## src/lgp_pkg.sv

```systemverilog
// Constants and carrier types for the ten-port GPIO / LED sink control block.
// Assumes a single 100 MHz clock domain; pins and the PWM clock arrive asynchronously.
//
// Functional notes
// - Ten independent ports, each logic input, open-drain output or current sink.
// - Code 0x02 gives a static constant-current sink while running, no PWM.
// - Codes 0x03 to 0xFE give PWM sink, duty equal to code over 256.
// - Code 0xFF leaves the port high impedance, running or in shutdown.
// - Each current port has a per-port full/half (20mA/10mA) select in logic.
// - After power-up every port is high impedance and draws nothing.
// - Standby with PWM idle when every code is 0x00, 0x01 or 0xFF.
// - PWM circuitry runs whenever any port code lies in 0x03 to 0xFE.
// - Per-port mirror enable only while sinking; PWM ports only in on-time.
// - In shutdown, codes 0x02 to 0xFE go high impedance like 0xFF.
// - Codes 0x00 and 0x01 act the same in shutdown; ports always accessible.
// - Clearing the run bit enters shutdown; shutdown whenever the bit is zero.
// - Shutdown ends when run bit is set by write or chip-select pulse wake.
// - Registers stay accessible in shutdown; shutdown alters no stored value.
// - On leaving shutdown, current ports resume at once with stored codes.
// - Logic code changed to sink code in shutdown turns off, sinks on run.
// - Sink code changed to logic code in shutdown takes that level at once.
// - With wake enabled, chip-select low for 256 PWM clocks sets run bit.

package lgp_pkg;

	// ------------------------------------------------------------
	// Sizes
	// ------------------------------------------------------------
	localparam int NPORTS = 10;
	localparam int IDX_W  = 4;
	localparam int CODE_W = 8;

	// ------------------------------------------------------------
	// Output register codes
	// ------------------------------------------------------------
	localparam logic [CODE_W-1:0] CODE_LOW     = 8'h00;
	localparam logic [CODE_W-1:0] CODE_HIGH    = 8'h01;
	localparam logic [CODE_W-1:0] CODE_STATIC  = 8'h02;
	localparam logic [CODE_W-1:0] CODE_PWM_MIN = 8'h03;
	localparam logic [CODE_W-1:0] CODE_PWM_MAX = 8'hFE;
	localparam logic [CODE_W-1:0] CODE_OFF     = 8'hFF;

	// ------------------------------------------------------------
	// Reset values and timing
	// ------------------------------------------------------------
	localparam logic [CODE_W-1:0] CODE_RST  = CODE_OFF;
	localparam logic              RUN_RST   = 1'b0;
	localparam logic              WAKE_RST  = 1'b0;
	localparam logic              HALF_RST  = 1'b0;
	localparam int                CS_WAKE_PERIODS = 256;

	// ------------------------------------------------------------
	// Carriers
	// ------------------------------------------------------------
	typedef struct packed {
		logic                  code_wr;
		logic [IDX_W-1:0]      port;
		logic [CODE_W-1:0]     code;
		logic                  half_wr;
		logic                  half;
		logic                  cfg_wr;
		logic                  run;
		logic                  cs_wake_en;
	} lgp_host_t;

	typedef struct packed {
		logic [NPORTS-1:0][CODE_W-1:0] code;
		logic [NPORTS-1:0]             half;
		logic [NPORTS-1:0]             port_in;
		logic                          run;
		logic                          cs_wake_en;
		logic                          standby;
		logic                          pwm_running;
	} lgp_stat_t;

	typedef struct packed {
		logic [NPORTS-1:0] pin_out;
		logic [NPORTS-1:0] pin_oe;
		logic [NPORTS-1:0] mirror_en;
		logic [NPORTS-1:0] full_current;
	} lgp_drive_t;

endpackage

```

## src/lgp_port_ctrl.sv

```systemverilog
// Port control logic: output codes, run bit, PWM counter, chip-select wake.
// Expects the host command struct on mclk; pins and PWM clock are asynchronous.
`timescale 1ns/10ps

module lgp_port_ctrl #(
	parameter int CS_WAKE_COUNT = lgp_pkg::CS_WAKE_PERIODS
) (
	input  wire logic                          mclk,
	input  wire logic                          rst,
	input  wire lgp_pkg::lgp_host_t            host,
	input  wire logic                          cs_n_pin,
	input  wire logic                          pwm_clk_pin,
	input  wire logic [lgp_pkg::NPORTS-1:0]    io_port_pins_in,
	output lgp_pkg::lgp_drive_t                drive,
	output lgp_pkg::lgp_stat_t                 stat
);

	localparam int N    = lgp_pkg::NPORTS;
	localparam int CW   = lgp_pkg::CODE_W;
	localparam int CS_W = $clog2(CS_WAKE_COUNT + 1);
	localparam logic [CS_W-1:0] CS_LAST = CS_W'(CS_WAKE_COUNT - 1);
	localparam int IW   = lgp_pkg::IDX_W;
	localparam logic [IW-1:0]   N_IDX   = IW'(N);

	// ------------------------------------------------------------
	// State
	// ------------------------------------------------------------
	typedef struct packed {
		logic [N-1:0][CW-1:0] code_reg;
		logic [N-1:0]         half_reg;
		logic                 run_reg;
		logic                 wake_en_reg;
		logic [1:0]           pwm_sync_reg;
		logic                 pwm_prev_reg;
		logic [1:0]           cs_sync_reg;
		logic [N-1:0]         in_sync1_reg;
		logic [N-1:0]         in_sync2_reg;
		logic [CW-1:0]        pwm_cnt_reg;
		logic [CS_W-1:0]      cs_cnt_reg;
		logic [N-1:0]         oe_reg;
		logic [N-1:0]         mirror_reg;
	} lgp_state_t;

	lgp_state_t st_reg;
	lgp_state_t st_next;

	// ------------------------------------------------------------
	// Code classes
	// ------------------------------------------------------------
	function automatic logic lgp_is_pwm(input logic [CW-1:0] c);
		lgp_is_pwm = (c >= lgp_pkg::CODE_PWM_MIN) && (c <= lgp_pkg::CODE_PWM_MAX);
	endfunction

	function automatic logic lgp_is_sink(input logic [CW-1:0] c);
		lgp_is_sink = (c == lgp_pkg::CODE_STATIC) || lgp_is_pwm(c);
	endfunction

	logic         pwm_tick;
	logic         any_pwm;
	logic         any_sink;
	logic         cs_low;
	logic         wake_fire;

	// ------------------------------------------------------------
	// Next state
	// ------------------------------------------------------------
	always_comb begin
		st_next = st_reg;

		// Only the second flop of each synchroniser feeds logic
		st_next.pwm_sync_reg = {st_reg.pwm_sync_reg[0], pwm_clk_pin};
		st_next.pwm_prev_reg = st_reg.pwm_sync_reg[1];
		st_next.cs_sync_reg  = {st_reg.cs_sync_reg[0], cs_n_pin};
		st_next.in_sync1_reg = io_port_pins_in;
		st_next.in_sync2_reg = st_reg.in_sync1_reg;

		pwm_tick = st_reg.pwm_sync_reg[1] & ~st_reg.pwm_prev_reg;
		cs_low   = ~st_reg.cs_sync_reg[1];

		any_pwm  = 1'b0;
		any_sink = 1'b0;
		for (int i = 0; i < N; i++) begin
			any_pwm  = any_pwm | lgp_is_pwm(st_reg.code_reg[i]);
			any_sink = any_sink | lgp_is_sink(st_reg.code_reg[i]);
		end

		// Counter is held at zero in standby so the PWM logic stays idle
		if (any_pwm) begin
			st_next.pwm_cnt_reg = st_reg.pwm_cnt_reg + (pwm_tick ? 8'h01 : 8'h00);
		end else begin
			st_next.pwm_cnt_reg = '0;
		end

		// Wake counter ignores serial clock and data entirely
		wake_fire = 1'b0;
		if (!cs_low || !st_reg.wake_en_reg) begin
			st_next.cs_cnt_reg = '0;
		end else if (pwm_tick && (st_reg.cs_cnt_reg <= CS_LAST)) begin
			st_next.cs_cnt_reg = st_reg.cs_cnt_reg + CS_W'(1);
			wake_fire = (st_reg.cs_cnt_reg == CS_LAST);
		end

		// Writes are accepted whatever the run bit says
		if (host.code_wr && (host.port < N_IDX)) begin
			st_next.code_reg[host.port] = host.code;
		end
		if (host.half_wr && (host.port < N_IDX)) begin
			st_next.half_reg[host.port] = host.half;
		end
		if (host.cfg_wr) begin
			st_next.run_reg     = host.run;
			st_next.wake_en_reg = host.cs_wake_en;
		end
		// Wake is applied after any coincident write, so a set is never lost
		if (wake_fire) begin
			st_next.run_reg = 1'b1;
		end

		// Port drive from the stored codes; shutdown gates only the sinks
		for (int i = 0; i < N; i++) begin
			unique case (1'b1)
				(st_reg.code_reg[i] == lgp_pkg::CODE_LOW): begin
					st_next.oe_reg[i]     = 1'b1;
					st_next.mirror_reg[i] = 1'b0;
				end
				(st_reg.code_reg[i] == lgp_pkg::CODE_STATIC): begin
					st_next.oe_reg[i]     = st_reg.run_reg;
					st_next.mirror_reg[i] = st_reg.run_reg;
				end
				lgp_is_pwm(st_reg.code_reg[i]): begin
					st_next.oe_reg[i]     = st_reg.run_reg
						& (st_reg.pwm_cnt_reg < st_reg.code_reg[i]);
					st_next.mirror_reg[i] = st_reg.run_reg
						& (st_reg.pwm_cnt_reg < st_reg.code_reg[i]);
				end
				default: begin
					// Logic high and LED off are both released by the open drain
					st_next.oe_reg[i]     = 1'b0;
					st_next.mirror_reg[i] = 1'b0;
				end
			endcase
		end
	end

	// ------------------------------------------------------------
	// Registers
	// ------------------------------------------------------------
	always_ff @(posedge mclk) begin
		if (rst) begin
			st_reg              <= '0;
			st_reg.code_reg     <= {N{lgp_pkg::CODE_RST}};
			st_reg.half_reg     <= {N{lgp_pkg::HALF_RST}};
			st_reg.run_reg      <= lgp_pkg::RUN_RST;
			st_reg.wake_en_reg  <= lgp_pkg::WAKE_RST;
			st_reg.pwm_sync_reg <= '0;
			st_reg.cs_sync_reg  <= 2'h3;
			st_reg.oe_reg       <= '0;
			st_reg.mirror_reg   <= '0;
		end else begin
			st_reg <= st_next;
		end
	end

	// ------------------------------------------------------------
	// Outputs
	// ------------------------------------------------------------
	// Open-drain pins only ever pull low
	assign drive.pin_out      = '0;
	assign drive.pin_oe       = st_reg.oe_reg;
	assign drive.mirror_en    = st_reg.mirror_reg;
	assign drive.full_current = ~st_reg.half_reg;

	assign stat.code        = st_reg.code_reg;
	assign stat.half        = st_reg.half_reg;
	assign stat.port_in     = st_reg.in_sync2_reg;
	assign stat.run         = st_reg.run_reg;
	assign stat.cs_wake_en  = st_reg.wake_en_reg;
	assign stat.standby     = ~any_sink;
	assign stat.pwm_running = any_pwm;

endmodule

```

## config.mk

```make
export PLATFORM = sky130hd
export DESIGN_NAME = lgp_port_ctrl
export DESIGN_NICKNAME = d
export VERILOG_FILES = /design/src/lgp_pkg.sv /design/src/lgp_port_ctrl.sv
export SDC_FILE = /design/constraint.sdc
export NUM_CORES = 1
export LEC_CHECK = 0
export BUFFER_PORTS_ARGS = -buffer_cell sky130_fd_sc_hd__buf_4
export CAP_MARGIN = 20
export CELL_PAD_IN_SITES_DETAIL_PLACEMENT = 1
export CELL_PAD_IN_SITES_GLOBAL_PLACEMENT = 1
export CORE_MARGIN = 2
export CORE_UTILIZATION = 45
export CTS_CLUSTER_DIAMETER = 120
export DETAILED_ROUTE_END_ITERATION = 6
export GPL_TIMING_DRIVEN = 0
export PLACE_DENSITY = 0.95
export REMOVE_ABC_BUFFERS = 1
export SLEW_MARGIN = 20
export SYNTH_ARGS = -nofsm -noshare
export SYNTH_HDL_FRONTEND = slang
export SYNTH_SLANG_ARGS = --single-unit
```

## constraint.sdc

```tcl
create_clock -name mclk -period 3.9 [get_ports mclk]
set_input_delay 0.78 -clock mclk [delete_from_list [all_inputs] [get_ports mclk]]
set_output_delay 0.78 -clock mclk [all_outputs]
set_load 0.01 [all_outputs]
```

# After elaboration in Yosys (flattened, before gate mapping)
# Cells that the tools add are included.
[word_totals]
inputBits = 32
word_cells = 172
output_inout_bits = 144
register_bits = 154
[classes]
n_bitwise = 33
reduce_logical = 39
n_addsub = 2
eq_ne = 11
n_lt_le_gt_ge = 34
n_mux = 31
[ops]
columns = ["operator", "n"]
rows = [
  ["80-bit bitwise mux", 1],
  ["8-bit by 2-bit equality test with 1-bit output (second input constant)", 10],
  ["8-bit by 2-bit >= comparator with 1-bit output (second input constant)", 10],
  ["8-bit <= comparator (second input constant)", 10],
  ["8-bit logical NOT", 10],
  ["8-bit < comparator", 10],
  ["8-bit demux with 4-bit select", 1],
  ["1-bit case mux with 3 select lines", 10],
  ["1-bit case mux with 2 select lines", 10],
  ["1-bit bitwise OR", 18],
  ["1-bit logical AND", 14],
  ["1-bit bitwise AND", 11],
  ["1-bit logical OR", 11],
  ["10-bit bitwise mux", 1],
  ["10-bit inverter", 1],
  ["9-bit by 1-bit adder with 9-bit output (second input constant)", 1],
  ["9-bit by 8-bit equality test with 1-bit output (second input constant)", 1],
  ["9-bit by 8-bit <= comparator with 1-bit output (second input constant)", 1],
  ["8-bit by 1-bit adder with 8-bit output", 1],
  ["8-bit two-way mux", 1],
  ["4-bit by 5-bit < comparator with 1-bit output (second input constant)", 1],
  ["1-bit two-way mux", 5],
  ["1-bit demux with 4-bit select", 1],
  ["4-bit by 1-bit >= comparator with 1-bit output (second input constant)", 1],
  ["other kinds (6)", 9],
]

# Logic depth before layout (Yosys ltp)
# Gate-level depths: netlist of the first run.
[depth]
ltp_word = 13
ltp_mapped = 9
depth_no_buf = 8

# Worst setup path after synthesis of the first run
# No wires, ideal clock.
[synth_timing]
path_kind = "reg2out"
startpoint = "reg st_reg, in the netlist stat[31]"
endpoint = "out stat[1] in the netlist's numbering"
slack_ns = 1.155
path_stages_with_launch = 6
arrival_ns = 1.965
t_required_ns = 3.120
n_path_buf = 0
path_cell_list = "dfxtp_1 > or4_4 > nor4b_4 > o22ai_2 > nor4_4 > and3_1"
[synth_lines]
columns = ["element", "line_no", "source"]
rows = [
  ["start: declaration", "lgp_port_ctrl.sv:44", "lgp_state_t st_reg;"],
  ["start signal: assignment", "lgp_port_ctrl.sv:160", "st_reg <= st_next;"],
  ["end: declaration", "lgp_port_ctrl.sv:15", "output lgp_pkg::lgp_stat_t stat"],
]

==> impl_metrics.yaml, run 1 <==
pwr:
  p_total_uw: 3640
  p_leak_uw: 0.00505
  powerDensity_nw_per_um2: 369
  ir_drop_uv: 351
clock_network:
  clk_latency_ps: 440
  clk_pin_slew_worst_paths_ps: 70
  cts-hold-fix-buffers: 0
  cts_made_buffers: 17
  tritoncts: "yes"
  clk_path_buf_depth: 2
  postCtsSetupBuffers: 0
  cts_sinks: 154
  h-tree-depth: 4
  cts_root_buffer: "clkbuf_16"
  cts-resized-gates: 0
die:
  die_x_um: 144
  io_pins: 176
  num_rows: 51
  core_sq_um: 19300
  die_area_sq_um: 20700
  fp.dieH_um: 144
  initial_core_util: 0.455
place:
  place_congestion: 0.866
  placedCellCount: 1301
  placed_area_sq_um: 9290
  dp.final_hpwl_um: 19800
  port_buffers: 165
critical_path:
  cp-end-kind: "output port"
  crit_fanout: 10
  path_class: "register to output port"
  crit_path_start_kind: "register"
  arrival_ps: 2880
  crit_required_ps: 3120
detailed_routing:
  drtAntennaViolNets: 0
  num_vias: 7898
  wirelength_um: 30800
  avgViaCountPerCell: 5.92
  drtPass1Iterations: 4
  routedWlPerCell_um: 23.1
  drtIter0Drc: 534
  drc: 0
timing:
  maxSlewHeadroom: 0.321
  fmax_mhz: 273
  fin_worst_skew_ps: 14.1
  rsz0062_at_grt: "no"
  drv_slew: 0
  fin_crit_sh: 0.938
  finalHoldViolCount: 0
  whs_ps: 421
  worst_pin_slew_ps: 1020
  min_period_ps: 3660
  setup_viol: 0
synth:
  synth_seq_cells: 154
  ys_warn_count: 0
  synth.cell_area_sq_um: 8800
  synthArstFlopShare: 0
  yosys.cell_types.count: 51
  syn_inst: 1037
  synth_edf_count: 0
  syn_area_per_cell_sq_um: 8.49
  synth_seq_area_share: 0.350
  synthFlopType: "dfxtp_1"
worst_hold_path:
  hold_class: "register to register"
cells_and_area:
  flow.area_growth_from_synthesis_pct: 12.3
  nets: 1161
  drive_above_1_share: 0.208
  antenna_cells: 0
  final_area_sq_um: 9880
  largest_reg_flops: 102
  stdcell_count: 1333
  fin_util: 0.511
global_route:
  grtUsageTotal: 0.297
  antenna_found_initial: 0
  grt_overflow: 0
  grt_pass1_vias: 8396
  grt_pass1_wl_um: 46800
  grt_max_degree: 56
flow_run:
  maxCapViolCount: 0
run_status:
  status: "finished, final reports clean"
-- cell families after synthesis --
group	after synthesis	share of synthesized area
AOI/OAI and AO/OA	193	0.155
xor gates and xnor gates	11	0.0109
adders and majority gates	74	0.105
buffers and inverters	263	0.169
DFF	154	0.350
muxes	15	0.0171
other	1	0.000426
and+or+nand+nor	326	0.192
-- per-stage QoR --
step           TNS [ps]  setup slack [ps]
2_1_floorplan         0               775
3_3_place_gp     -21960             -1380
3_5_place_dp          0               690
4_1_cts               0              85.8
5_1_grt               0              98.9
6_report              0               241
-- cell usage in the layout, fill, tap and decap left out, types with 28 or more instances in the layout --
master / count
buf_4: 166
inv_1: 85
nand2_1: 122
nor2b_1: 30
o211ai_1: 78
nor2_1: 40
ha_1: 74
a211oi_1: 28
dfxtp_1: 154
-- power by group --
group / switching, uW / internal (uW) / total, uW
logic: 227 / 133 / 360
registers: 39.7 / 1610 / 1650
clock network: 743 / 892 / 1630
-- synthesized netlist by cell type, drive strengths merged, types with 22 or more instances --
library cell | count | share of area
a21oi | 25 | 0.014
nor2b | 30 | 0.021
nor2 | 43 | 0.018
a21o | 22 | 0.019
nand3 | 25 | 0.014
o211ai | 78 | 0.067
a211oi | 28 | 0.024
clkbuf | 43 | 0.018
dfxtp | 154 | 0.35
inv | 86 | 0.037
buf | 134 | 0.11
nand2 | 122 | 0.052
ha | 74 | 0.11
-- worst max-delay path: stages (launching register included) --
cell and delay [ps]:
dfxtp_1 360, or4_4 570, nor4b_4 270, o22ai_2 170
nor4_4 610, and3_1 320, buf_4 140
-- per-layer routing --
layer  part of all wire  global-route usage  vias up
met3              0.076              0.0656      133
met2               0.49               0.497      400
met5                  0                   0        -
li1                   -                   -     3514
met4              0.057               0.180        0
met1               0.38               0.347     3851
-- cell type report --
class                   count  area, sq um
fillers                  2256         9460
multi-input cells         629         4300
flip-flops and latches    154         3080
repair buffers            167         1270
clock buffers              18          429
well taps                 265          332
inverters                  86          325
clock inverters            14          141
-- worst paths after layout --
kind,start,to,slack (ps),depth (start not counted)
setup reg to reg,st_reg[34],drive[23],1180,6
hold / removal,st_next[58],st_reg[58],420,1
setup / recovery,stat[31],stat[1],240,6
hold reg to reg,st_next[58],st_reg[58],420,1
Note: power is estimated with default switching activity, not from simulation.
==> inputs of run 2 (changes only) <==
--- a/config.mk
+++ b/config.mk
@@ -10,11 +10,11 @@
 export CELL_PAD_IN_SITES_DETAIL_PLACEMENT = 1
 export CELL_PAD_IN_SITES_GLOBAL_PLACEMENT = 1
 export CORE_MARGIN = 2
-export CORE_UTILIZATION = 45
+export CORE_UTILIZATION = 41
 export CTS_CLUSTER_DIAMETER = 120
 export DETAILED_ROUTE_END_ITERATION = 6
 export GPL_TIMING_DRIVEN = 0
-export PLACE_DENSITY = 0.95
+export PLACE_DENSITY = 0.91
 export REMOVE_ABC_BUFFERS = 1
 export SLEW_MARGIN = 20
 export SYNTH_ARGS = -nofsm -noshare
==> constraint.sdc (replaced) <==
create_clock -name mclk -period 4 [get_ports mclk]
set_input_delay 0.8 -clock mclk [delete_from_list [all_inputs] [get_ports mclk]]
set_output_delay 0.8 -clock mclk [all_outputs]
set_load 0.01 [all_outputs]
==> impl_metrics.yaml, run 2 (synthesis results as in run 1) <==
critical_path:
  cp-end-kind: "output port"
  crit_fanout: 10
  arrival_ps: 2960
  crit_path_start_kind: "register"
  crit_required_ps: 3200
  path_class: "register to output port"
timing:
  finalHoldViolCount: 0
  fin_worst_skew_ps: 10.8
  rsz0062_at_grt: "no"
  maxSlewHeadroom: 0.270
  worst_pin_slew_ps: 1090
  whs_ps: 440
  fin_crit_sh: 0.941
  min_period_ps: 3760
  fmax_mhz: 266
  drv_slew: 0
  setup_viol: 0
  setup_tns_ps: 0
pwr:
  clkPwrFrac: 0.471
  switching_share: 0.247
  p_leak_uw: 0.00509
  pwr-share-comb: 0.093
  powerDensity_nw_per_um2: 370
  p_sw_uw: 909
  p_int_uw: 2770
  ir_drop_uv: 267
  power_frac_seq: 0.437
cells_and_area:
  flow.area_growth_from_synthesis_pct: 12.9
  final_cell_mix: "167 x buf_4, 154 x dfxtp_1, 122 x nand2_1"
  stdcell_count: 1343
  nets: 1162
  largest_reg_flops: 102
  num-fill-cells: 2465
  drive_above_1_share: 0.206
  antenna_cells: 0
  layout_commonest_cell: "buf_4"
run_status:
  status: "finished, final reports clean"
clock_network:
  tritoncts: "yes"
  clk_path_buf_depth: 2
  clk_latency_ps: 430
  cts-resized-gates: 0
  cts_sinks: 154
  postCtsSetupBuffers: 0
  clk_pin_slew_worst_paths_ps: 60
  cts_root_buffer: "clkbuf_16"
  cts_made_buffers: 17
  cts-hold-fix-buffers: 0
  h-tree-depth: 4
place:
  placedCellCount: 1312
  port_buffers: 165
  dp.final_hpwl_um: 19100
  place_congestion: 0.843
flow_run:
  maxCapViolCount: 0
detailed_routing:
  drtPass1Iterations: 5
  drc: 0
  drtAntennaViolNets: 0
  wirelength_um: 28400
  drtIter0Drc: 436
  num_vias: 7582
  avgViaCountPerCell: 5.65
  routedWlPerCell_um: 21.2
global_route:
  grt_overflow: 0
  grt_max_degree: 71
  grtUsageTotal: 0.248
  antenna_found_initial: 0
  grt_pass1_vias: 7837
  grt_pass1_wl_um: 43100
die:
  die_area_sq_um: 22700
  io_pins: 176
  die_x_um: 151
  fp.dieH_um: 151
  core_sq_um: 21000
  initial_core_util: 0.419
  num_rows: 53
worst_hold_path:
  hold_class: "register to register"
run 2: cell types whose count changed in the layout (fill, tap and decap cells not counted), sizes merged:
cell / change
inv: -4
clkinvlp: -2
buf: +1
clkbuf: +1
bufinv: +3
clkinv: +1
run 2: final timing paths:
path / from / end / slack (ps) / cells after the start
min: st_next[58] / st_reg[58] / 440 / 1
max reg2reg: st_reg[34] / drive[25] / 1570 / 6
min reg2reg: st_next[58] / st_reg[58] / 440 / 1
max: stat[66] / stat[1] / 240 / 6
run 2: power groups by stage:
stage	Clock (uW)	Sequential (uW)	Combinational, uW
floorplan	0	1640	151
global placement	0	1640	314
detailed placement	0	1640	329
CTS	1750	1610	338
global route	1810	1610	365
finish	1730	1610	341
run 2: cell type report:
class,count,area (sq um),area share
clock buffer,19,453,0.0456
inverter,86,325,0.0327
tap,275,344,0.0346
multi-input combinational,629,4280,0.431
timing repair buffer,168,1280,0.129
sequential,154,3080,0.310
clock inverter,12,173,0.0174
run 2: critical path: stages, from the launching register on:
cell and delay, ps:
dfxtp_1 340, nor4_1 670, and4_1 330, o22ai_2 120
nor4_4 610, and3_1 310, buf_4 140
run 2: metrics by stage:
stage / worst slack [ps] / cell area (sq um) / power [uW] / utilization
2_1_floorplan: 855 / 7670 / 1790 / -
3_3_place_gp: -1210 / 9250 / 1950 / 0.440
3_5_place_dp: 732 / 9310 / 1970 / 0.443
4_1_cts: 237 / 9930 / 3690 / 0.473
5_1_grt: 62.7 / 9940 / 3780 / 0.473
6_report: 237 / 9940 / 3680 / 0.473
run 2: per-layer routing:
layer / vias up / GRT usage / part of all wire
li1: 3515 / - / -
met1: 3719 / 0.300 / 0.41
met2: 269 / 0.431 / 0.50
met3: 79 / 0.0430 / 0.057
met4: 0 / 0.108 / 0.036
met5: - / 0 / 0
